## src/hw/tpg_defs.vh

```
// Constants for the two-phase pulse generator: offsets, fields, codes, reset values
//
// Functional notes
// - Period and first-phase lengths are 32-bit counters, software programmable.
// - An 8-bit repeat value gives repeat plus one periods per one-shot run.
// - All counting advances on the single module reference clock.
// - While idle, before or after a run, the pin shows the idle level.
// - First phase shows first-phase level for first-phase length clocks; period sets total.
// - After the first phase the pin shows the inverse level until period end.
// - First-phase length zero gives the inverse level for the whole period.
// - First-phase length at least period plus one gives first-phase level throughout.
// - Mode code 1 selects one-shot operation bounded by the repeat count.
// - Writing 1 to start begins with the latest programmed settings.
// - One-shot ends after repeat plus one periods, interrupts if enabled, stays idle.
// - Writing mode 0 stops in any mode; pin goes to idle level at once.
// - Camera vsync trigger is synchronised; rising or falling edge detected as configured.
// - With triggering on, start only arms; counting begins at the first edge after.
// - Once a triggered run starts, further edges are ignored until next start write.
// - Mode code 2 selects continuous back-to-back periods; repeat count unused.
// - Continuous mode copies period and phase into shadows each period start, then interrupts.
// - Continuous to one-shot while running runs repeat plus one more periods, then stops.
// - DMA event pulses at the interrupt moments even while the interrupt-enable bit is clear.
// - Interrupts in both modes are gated by the interrupt-enable bit.
`ifndef TPG_DEFS_VH
`define TPG_DEFS_VH

// Register byte offsets
`define TPG_OFF_IDENT     12'h000
`define TPG_OFF_CONFIG    12'h008
`define TPG_OFF_START     12'h00C
`define TPG_OFF_REPEAT    12'h010
`define TPG_OFF_PERIOD    12'h014
`define TPG_OFF_PHASE     12'h018

// Configuration register fields
`define TPG_CFG_MODE_LSB  0
`define TPG_CFG_MODE_MSB  1
`define TPG_CFG_TRIG_LSB  2
`define TPG_CFG_TRIG_MSB  3
`define TPG_CFG_P1LEV     4
`define TPG_CFG_IDLELEV   5
`define TPG_CFG_IRQEN     6
`define TPG_CFG_CURLEV    16
`define TPG_CFG_RUNNING   17
`define TPG_START_BIT     0

// Mode and trigger codes
`define TPG_MODE_OFF      2'h0
`define TPG_MODE_ONESHOT  2'h1
`define TPG_MODE_CONT     2'h2
`define TPG_TRIG_OFF      2'h0
`define TPG_TRIG_RISE     2'h1
`define TPG_TRIG_FALL     2'h2

// Reset values
`define TPG_RST_CONFIG    7'h00
`define TPG_RST_REPEAT    8'h00
`define TPG_RST_PERIOD    32'h00000000
`define TPG_RST_PHASE     32'h00000000

// Clock period, for reference only; all lengths are given in clocks
`define TPG_CLK_PERIOD_NS 100

`endif

```

## src/hw/tpg_top.v

```verilog
// Two-phase pulse generator with APB register slave
//
// Added by the designer: the APB register port and the address map.
`timescale 1ns/1ps
`include "tpg_defs.vh"

module tpg_top #(
   parameter        CNT_W    = 32,
   parameter        RPT_W    = 8,
   parameter [31:0] IDENT    = 32'h00A5A501 // Arbitrary identification value
) (
   input  wire        clock,
   input  wire        reset,
   input  wire        psel,
   input  wire        penable,
   input  wire        pwrite,
   input  wire [11:0] paddr,
   input  wire [31:0] pwdata,
   output reg  [31:0] prdata,
   output reg         pready,
   output reg         pslverr,
   input  wire        camera_vsync_in,
   output reg         waveform_out,
   output reg         irq_out,
   output reg         dma_event_out
);

   // One-hot controller states
   localparam [2:0] ST_IDLE  = 3'h1;
   localparam [2:0] ST_ARMED = 3'h2;
   localparam [2:0] ST_RUN   = 3'h4;

   // Output level for a count position within the period
   function phase_level;
      input [CNT_W-1:0] pos;
      input [CNT_W-1:0] len;
      input             lev;
      begin
         phase_level = (pos < len) ? lev : ~lev;
      end
   endfunction

   // Software-visible settings
   reg  [1:0]       mode_ff;
   reg  [1:0]       trig_sel_ff;
   reg              first_phase_level_ff;
   reg              idle_level_ff;
   reg              irq_enable_ff;
   reg  [RPT_W-1:0] repeat_count_ff;
   reg  [CNT_W-1:0] period_ff;
   reg  [CNT_W-1:0] first_phase_length_ff;

   // Run state
   reg  [2:0]       state_ff;
   reg  [2:0]       nxt_state;
   reg  [CNT_W-1:0] cnt_ff;
   reg  [CNT_W-1:0] nxt_cnt;
   reg  [CNT_W-1:0] per_sh_ff;
   reg  [CNT_W-1:0] nxt_per_sh;
   reg  [CNT_W-1:0] ph1_sh_ff;
   reg  [CNT_W-1:0] nxt_ph1_sh;
   reg  [RPT_W:0]   rem_ff;
   reg  [RPT_W:0]   nxt_rem;
   reg  [1:0]       mode_prev_ff;
   reg              nxt_wave;
   reg              nxt_event;

   // Trigger synchroniser and edge history
   reg              vs_meta_ff;
   reg              vs_sync_ff;
   reg              vs_last_ff;
   wire             rise_seen;
   wire             fall_seen;
   reg              trig_hit;

   // Bus decode
   wire             access;
   wire             wr_commit;
   wire             rd_take;
   wire             wr_start;
   reg              addr_ok;
   reg  [31:0]      rd_word;

   // Controller decode
   wire             mode_off;
   wire             mode_oneshot;
   wire             mode_cont;
   wire             trig_enabled;
   wire             period_end;
   wire             leave_cont;

   // One wait state: pready rises in the second access cycle
   assign access    = psel & penable;
   assign wr_commit = access & pready & pwrite;
   assign rd_take   = access & ~pready & ~pwrite;
   assign wr_start  = wr_commit & (paddr == `TPG_OFF_START) & pwdata[`TPG_START_BIT];

   // Mode decode; code 3 runs like continuous but raises no events
   assign mode_off     = (mode_ff == `TPG_MODE_OFF);
   assign mode_oneshot = (mode_ff == `TPG_MODE_ONESHOT);
   assign mode_cont    = (mode_ff == `TPG_MODE_CONT);

   // Reserved trigger code starts at once, like an untriggered run
   assign trig_enabled = (trig_sel_ff == `TPG_TRIG_RISE) |
                         (trig_sel_ff == `TPG_TRIG_FALL);

   // Period of per+1 clocks ends when the count meets the shadow
   assign period_end   = (cnt_ff == per_sh_ff);

   // High for one cycle after software leaves continuous for one-shot
   assign leave_cont   = mode_oneshot & (mode_prev_ff == `TPG_MODE_CONT);

   // Address map check
   always @* begin
      case (paddr)
         `TPG_OFF_IDENT,
         `TPG_OFF_CONFIG,
         `TPG_OFF_START,
         `TPG_OFF_REPEAT,
         `TPG_OFF_PERIOD,
         `TPG_OFF_PHASE: addr_ok = 1'b1;
         default:        addr_ok = 1'b0;
      endcase
   end

   // Read data mux; start reads back as zero
   always @* begin
      rd_word = 32'h00000000;
      case (paddr)
         `TPG_OFF_IDENT: rd_word = IDENT;
         `TPG_OFF_CONFIG: begin
            rd_word[`TPG_CFG_MODE_MSB:`TPG_CFG_MODE_LSB] = mode_ff;
            rd_word[`TPG_CFG_TRIG_MSB:`TPG_CFG_TRIG_LSB] = trig_sel_ff;
            rd_word[`TPG_CFG_P1LEV]   = first_phase_level_ff;
            rd_word[`TPG_CFG_IDLELEV] = idle_level_ff;
            rd_word[`TPG_CFG_IRQEN]   = irq_enable_ff;
            rd_word[`TPG_CFG_CURLEV]  = waveform_out;
            rd_word[`TPG_CFG_RUNNING] = state_ff[2];
         end
         `TPG_OFF_REPEAT: rd_word[RPT_W-1:0] = repeat_count_ff;
         `TPG_OFF_PERIOD: rd_word[CNT_W-1:0] = period_ff;
         `TPG_OFF_PHASE:  rd_word[CNT_W-1:0] = first_phase_length_ff;
         default:         rd_word = 32'h00000000;
      endcase
   end

   // APB handshake and read capture
   always @(posedge clock or posedge reset) begin
      if (reset) begin
         pready  <= 1'b0;
         pslverr <= 1'b0;
         prdata  <= 32'h00000000;
      end else begin
         pready  <= access & ~pready;
         pslverr <= access & ~pready & ~addr_ok;
         if (rd_take) begin
            prdata <= rd_word;
         end
      end
   end

   // Register writes take effect at the completing edge only
   always @(posedge clock or posedge reset) begin
      if (reset) begin
         mode_ff               <= `TPG_MODE_OFF;
         trig_sel_ff           <= `TPG_TRIG_OFF;
         first_phase_level_ff  <= 1'b0;
         idle_level_ff         <= 1'b0;
         irq_enable_ff         <= 1'b0;
         repeat_count_ff       <= `TPG_RST_REPEAT;
         period_ff             <= `TPG_RST_PERIOD;
         first_phase_length_ff <= `TPG_RST_PHASE;
      end else if (wr_commit) begin
         case (paddr)
            `TPG_OFF_CONFIG: begin
               mode_ff              <= pwdata[`TPG_CFG_MODE_MSB:`TPG_CFG_MODE_LSB];
               trig_sel_ff          <= pwdata[`TPG_CFG_TRIG_MSB:`TPG_CFG_TRIG_LSB];
               first_phase_level_ff <= pwdata[`TPG_CFG_P1LEV];
               idle_level_ff        <= pwdata[`TPG_CFG_IDLELEV];
               irq_enable_ff        <= pwdata[`TPG_CFG_IRQEN];
            end
            `TPG_OFF_REPEAT: repeat_count_ff       <= pwdata[RPT_W-1:0];
            `TPG_OFF_PERIOD: period_ff             <= pwdata[CNT_W-1:0];
            `TPG_OFF_PHASE:  first_phase_length_ff <= pwdata[CNT_W-1:0];
            default: begin
            end
         endcase
      end
   end

   // Two-stage synchroniser; edge logic compares the second stage with its one-clock delayed copy
   always @(posedge clock or posedge reset) begin
      if (reset) begin
         vs_meta_ff <= 1'b0;
         vs_sync_ff <= 1'b0;
         vs_last_ff <= 1'b0;
      end else begin
         vs_meta_ff <= camera_vsync_in;
         vs_sync_ff <= vs_meta_ff;
         vs_last_ff <= vs_sync_ff;
      end
   end

   assign rise_seen = vs_sync_ff & ~vs_last_ff;
   assign fall_seen = ~vs_sync_ff & vs_last_ff;

   // Edge selection; the reserved code never fires
   always @* begin
      case (trig_sel_ff)
         `TPG_TRIG_RISE: trig_hit = rise_seen;
         `TPG_TRIG_FALL: trig_hit = fall_seen;
         default:        trig_hit = 1'b0;
      endcase
   end

   // Controller next-state logic
   always @* begin
      nxt_state  = state_ff;
      nxt_cnt    = cnt_ff;
      nxt_per_sh = per_sh_ff;
      nxt_ph1_sh = ph1_sh_ff;
      nxt_rem    = rem_ff;
      nxt_wave   = idle_level_ff;
      nxt_event  = 1'b0;
      case (state_ff)
         ST_IDLE: begin
            nxt_wave = idle_level_ff;
         end
         ST_ARMED: begin
            nxt_wave = idle_level_ff;
         end
         ST_RUN: begin
            nxt_wave = phase_level(cnt_ff, ph1_sh_ff, first_phase_level_ff);
         end
         default: begin
            nxt_state = ST_IDLE;
         end
      endcase
      if (mode_off) begin
         // Stop from any state; pin returns to idle level on the next edge
         nxt_state = ST_IDLE;
         nxt_wave  = idle_level_ff;
      end else if (wr_start) begin
         // Restart or arm with whatever is programmed right now
         nxt_rem = {1'b0, repeat_count_ff};
         if (trig_enabled) begin
            nxt_state = ST_ARMED;
            nxt_wave  = idle_level_ff;
         end else begin
            nxt_state  = ST_RUN;
            nxt_cnt    = {CNT_W{1'b0}};
            nxt_per_sh = period_ff;
            nxt_ph1_sh = first_phase_length_ff;
            nxt_wave   = phase_level({CNT_W{1'b0}}, first_phase_length_ff,
                                     first_phase_level_ff);
            nxt_event  = mode_cont;
         end
      end else if (state_ff == ST_ARMED) begin
         if (trig_hit) begin
            nxt_state  = ST_RUN;
            nxt_cnt    = {CNT_W{1'b0}};
            nxt_per_sh = period_ff;
            nxt_ph1_sh = first_phase_length_ff;
            nxt_wave   = phase_level({CNT_W{1'b0}}, first_phase_length_ff,
                                     first_phase_level_ff);
            nxt_event  = mode_cont;
         end
      end else if (state_ff == ST_RUN) begin
         // Edges are not looked at while running; only a new start re-arms
         if (leave_cont) begin
            // Graceful stop: current period plus repeat+1 further ones
            nxt_rem = {1'b0, repeat_count_ff} + {{RPT_W{1'b0}}, 1'b1};
         end
         if (period_end) begin
            // Period of per+1 clocks has ended
            if (mode_oneshot && nxt_rem == {(RPT_W+1){1'b0}}) begin
               nxt_state = ST_IDLE;
               nxt_wave  = idle_level_ff;
               nxt_event = 1'b1;
            end else begin
               if (mode_oneshot) begin
                  nxt_rem = nxt_rem - {{RPT_W{1'b0}}, 1'b1};
               end
               nxt_cnt    = {CNT_W{1'b0}};
               nxt_per_sh = period_ff;
               nxt_ph1_sh = first_phase_length_ff;
               nxt_wave   = phase_level({CNT_W{1'b0}}, first_phase_length_ff,
                                        first_phase_level_ff);
               nxt_event  = mode_cont;
            end
         end else begin
            nxt_cnt  = cnt_ff + {{(CNT_W-1){1'b0}}, 1'b1};
            nxt_wave = phase_level(nxt_cnt, ph1_sh_ff, first_phase_level_ff);
         end
      end
   end

   // Controller registers and registered outputs
   always @(posedge clock or posedge reset) begin
      if (reset) begin
         state_ff      <= ST_IDLE;
         cnt_ff        <= {CNT_W{1'b0}};
         per_sh_ff     <= {CNT_W{1'b0}};
         ph1_sh_ff     <= {CNT_W{1'b0}};
         rem_ff        <= {(RPT_W+1){1'b0}};
         mode_prev_ff  <= `TPG_MODE_OFF;
         waveform_out  <= 1'b0;
         irq_out       <= 1'b0;
         dma_event_out <= 1'b0;
      end else begin
         state_ff      <= nxt_state;
         cnt_ff        <= nxt_cnt;
         per_sh_ff     <= nxt_per_sh;
         ph1_sh_ff     <= nxt_ph1_sh;
         rem_ff        <= nxt_rem;
         mode_prev_ff  <= mode_ff;
         waveform_out  <= nxt_wave;
         irq_out       <= nxt_event & irq_enable_ff;
         dma_event_out <= nxt_event;
      end
   end

endmodule // tpg_top

```

## config.mk

```make
export PLATFORM = sky130hd
export DESIGN_NAME = tpg_top
export DESIGN_NICKNAME = d
export VERILOG_FILES = /design/src/hw/tpg_top.v
export VERILOG_INCLUDE_DIRS = /design/src /design/src/hw
export SDC_FILE = /design/constraint.sdc
export NUM_CORES = 1
export LEC_CHECK = 0
export BUFFER_PORTS_ARGS = -buffer_cell sky130_fd_sc_hd__buf_2
export CORE_MARGIN = 1
export CORE_UTILIZATION = 63
export CTS_CLUSTER_DIAMETER = 150
export CTS_CLUSTER_SIZE = 28
export DETAILED_ROUTE_END_ITERATION = 12
export PLACE_DENSITY = 0.83
export SKIP_CTS_REPAIR_TIMING = 1
export SYNTH_ARGS = -nofsm -noshare
export SYNTH_HDL_FRONTEND = slang
export SYNTH_SLANG_ARGS = --single-unit
```

## constraint.sdc

```tcl
create_clock -name clock -period 11.8 [get_ports clock]
set_input_delay 0 -clock clock [delete_from_list [all_inputs] [get_ports clock]]
set_output_delay 0 -clock clock [all_outputs]
set_load 0.02 [all_outputs]
```

==> results.py <==
metrics = {
    "floorplan": {
        "core_mm2": 0.0181,
        "die_x_um": 138,
        "ios": 87,
        "row_count": 49,
        "dieArea_mm2": 0.0192,
        "die_y_um": 138,
        "initial_core_util": 0.648,
    },
    "setup_path": {
        "r2r_start": "mode_ff[1]",
        "slowest_delay_ns": 0.69,
        "crit_fanout": 64,
        "cp_data_required_time_ns": 12.16,
        "cp_num_buf_inv": 1,
        "reg2regPathDepth": 9,
        "startpoint": "mode_ff[1]",
        "cp-end-kind": "register",
        "critPathTopFamily": "simple AND/OR/NAND/NOR gates",
        "crit_path_end": "ph1_sh_ff[16]",
        "crit_path_start_kind": "register",
        "cp_slowest_cell": "nand4bb_1",
        "r2r_slack_ns": 7.25,
        "cp_num_cells": 9,
        "crit_chain": "nand4bb_1 -> a21oi_1 -> ha_1 -> or4b_2 -> o22ai_2 -> a31oi_4 -> o21ai_4 -> buf_4 -> mux2_1",
        "crit_type": "register to register",
        "arrival_ns": 4.91,
        "r2r-end": "ph1_sh_ff[16]",
    },
    "drt": {
        "drtIter0Drc": 1033,
        "wl_um": 30300,
        "wl_per_cell_um": 21.5,
        "vias": 9162,
        "vias_per_cell": 6.51,
        "dr.pass1.iters": 9,
        "ant_nets": 0,
        "drc": 4,
    },
    "finish": {
        "fin_cells": 1407,
        "syn2layout_area_growth_pct": 11.2,
        "fin_util": 0.721,
        "layout-drive-gt1-share": 0.176,
        "nets": 1260,
    },
    "sta": {
        "setup_viol": 0,
        "whs_ns": 0.0203,
        "period_share": 0.386,
        "worst_pin_slew_ns": 1.13,
        "rsz0062_at_grt": "false",
        "slew_violations": 0,
        "setup_slack_ns": 7.25,
        "fin_skew_ns": 0.0371,
        "fin_tns_setup_ns": 0,
        "hold_violations": 0,
        "clock.fmax_ghz": 0.220,
        "min_period_ns": 4.55,
        "relSlewSlack": 0.240,
    },
    "outcome": {
        "violations": "DRC",
        "status": "finished with violations",
    },
    "synth": {
        "synth_fp_nets": 1171,
        "ys_seq_area_frac": 0.489,
        "synthArstFlopShare": 1.00,
        "synth_area_leader_cell": "dfrtp_1",
        "ys.flop_type": "dfrtp_1",
        "yosys_register_bits": 229,
        "synthDistinctLibCells": 66,
        "synth_edf_count": 0,
        "yosysWarnings": 0,
        "synthTopCellsByArea": "dfrtp_1, mux2_2, mux2_1",
        "synth_cells": 1085,
        "synth_top_area_frac": 0.487,
        "avgSynthCellArea_um2": 10.8,
        "synth_area_mm2": 0.0117,
    },
    "global_route": {
        "overflow": 0,
        "track_usage": 0.303,
        "grt_pass1_wl_um": 46000,
        "grt_pass1_vias": 8402,
        "grt_max_degree": 149,
        "antenna_found_initial": 2,
    },
    "placed_design": {
        "port_buffers": 86,
        "place_congestion": 0.893,
        "dp.cells": 1351,
        "dp_hpwl_um": 20400,
        "post-place-ws_ns": 7.33,
    },
    "clock_network": {
        "cts.path.max_buffers": 3,
        "cts_root_buffer": "clkbuf_16",
        "clock_latency_ns": 0.48,
        "h-tree-depth": 1,
        "cts_tree": "done",
        "cts_buffers": 12,
        "clock_sinks": 229,
        "clk_pin_slew_ns": 0.11,
    },
    "job": {
        "max_cap_violations": 0,
    },
    "power_and_ir_drop": {
        "power_density_mw_per_mm2": 102,
        "p_leak_nw": 6.19,
        "vdd_drop_max_uv": 138,
    },
    "min_path": {
        "hold_path.class": "input port to register",
    },
}
-- routing by layer --
metal	share of wire	vias to the layer above	global-route usage
met5	0	-	0
met4	0.021	0	0.0662
met3	0.091	49	0.0426
met2	0.45	475	0.446
met1	0.44	4568	0.477
li1	-	4070	-
-- synthesized netlist by cell type, types with 18 or more instances --
cell type / instances
mux2_1: 64
xnor2_1: 60
nor2_1: 48
a221oi_1: 20
o31ai_1: 18
clkbuf_1: 45
a21oi_1: 34
nand4_1: 24
o21ai_0: 62
dfrtp_1: 228
inv_1: 46
mux2_2: 74
nand2_1: 96
ha_1: 36
nand3_1: 28
-- registers in the layout (all words and copies together) (netlist names) --
signal / count
repeat_count_ff: 8
dma_event_out: 1
ph1_sh_ff: 32
prdata: 32
vs_last_ff: 1
irq_enable_ff: 1
irq_out: 1
cnt_ff: 32
pslverr: 1
waveform_out: 1
trig_sel_ff: 2
mode_prev_ff: 2
first_phase_level_ff: 1
first_phase_length_ff: 32
per_sh_ff: 32
vs_meta_ff: 1
state_ff: 3
rem_ff: 9
vs_sync_ff: 1
idle_level_ff: 1
pready: 1
period_ff: 32
mode_ff: 2
-- worst register-to-register path, delay by kind of cell (launching register included) --
family | cells | cell delay, ns
adder cells (fa/ha/maj) | 1 | 0.29
buffers and inverters | 1 | 0.64
AND/OR/NAND/NOR | 2 | 1.30
AO/OA/AOI/OAI | 4 | 1.25
flip-flops | 1 | 0.50
multiplexers | 1 | 0.47
-- how the worst min path moves through the flow --
stage / slack, ns / startpoint / to / depth (start not counted)
after floorplan: 0.03 / camera_vsync_in / vs_meta_ff / 0
after global placement: 0.11 / camera_vsync_in / vs_meta_ff / 1
after detailed placement: 0.12 / camera_vsync_in / vs_meta_ff / 1
after CTS: -0.37 / camera_vsync_in / vs_meta_ff / 1
after global routing: 0.08 / paddr[3] / pslverr / 4
final: 0.02 / paddr[3] / pslverr / 4
-- cell type report --
type | count | area (um2)
multi-input cells | 748 | 5570
fillers | 1135 | 5040
clock buffers | 16 | 337
inverters | 46 | 180
well taps | 229 | 287
repair buffers | 137 | 908
clock inverters | 1 | 30.0
diodes | 1 | 2.50
flip-flops and latches | 229 | 5730
-- cell usage in the layout, fill, tap and decap left out, types with 9 or more instances in the layout --
master         instances
nand2_1               96
o31ai_1               17
buf_2                 86
buf_4                 13
xnor2_1               60
and3_1                16
nor4_1                14
inv_1                 45
ha_1                  36
nor2_1                48
xor2_1                15
clkbuf_16             13
a221oi_1              20
mux2_1                64
a21oi_1               34
dlygate4sd3_1         38
mux2_2                74
nand3_1               28
nand4_1               24
nor3_1                 9
o21ai_1               15
dfrtp_1              228
a22oi_1               12
o21ai_0               62
-- logic make-up after synthesis --
kind of cell,count (synthesis),share of synthesized area
mux,144,0.138
fa+ha+maj,36,0.0384
simple gates,282,0.121
flops,229,0.489
buf+inv,108,0.0400
xor+xnor,75,0.0560
compound gates,211,0.118
-- per-stage QoR --
stage          total power [mW]  cell area [um2]
2_1_floorplan             0.840            11700
3_3_place_gp              0.864            12300
3_5_place_dp              0.865            12300
4_1_cts                    1.32            12700
5_1_grt                    1.36            13000
6_report                   1.33            13000
-- report_power, final --
part	switching, mW	internal [mW]
Sequential	0.00431	0.791
Combinational	0.0426	0.0234
Clock	0.259	0.208
Total	0.305	1.02
Note: power is estimated with default switching activity, not from simulation.
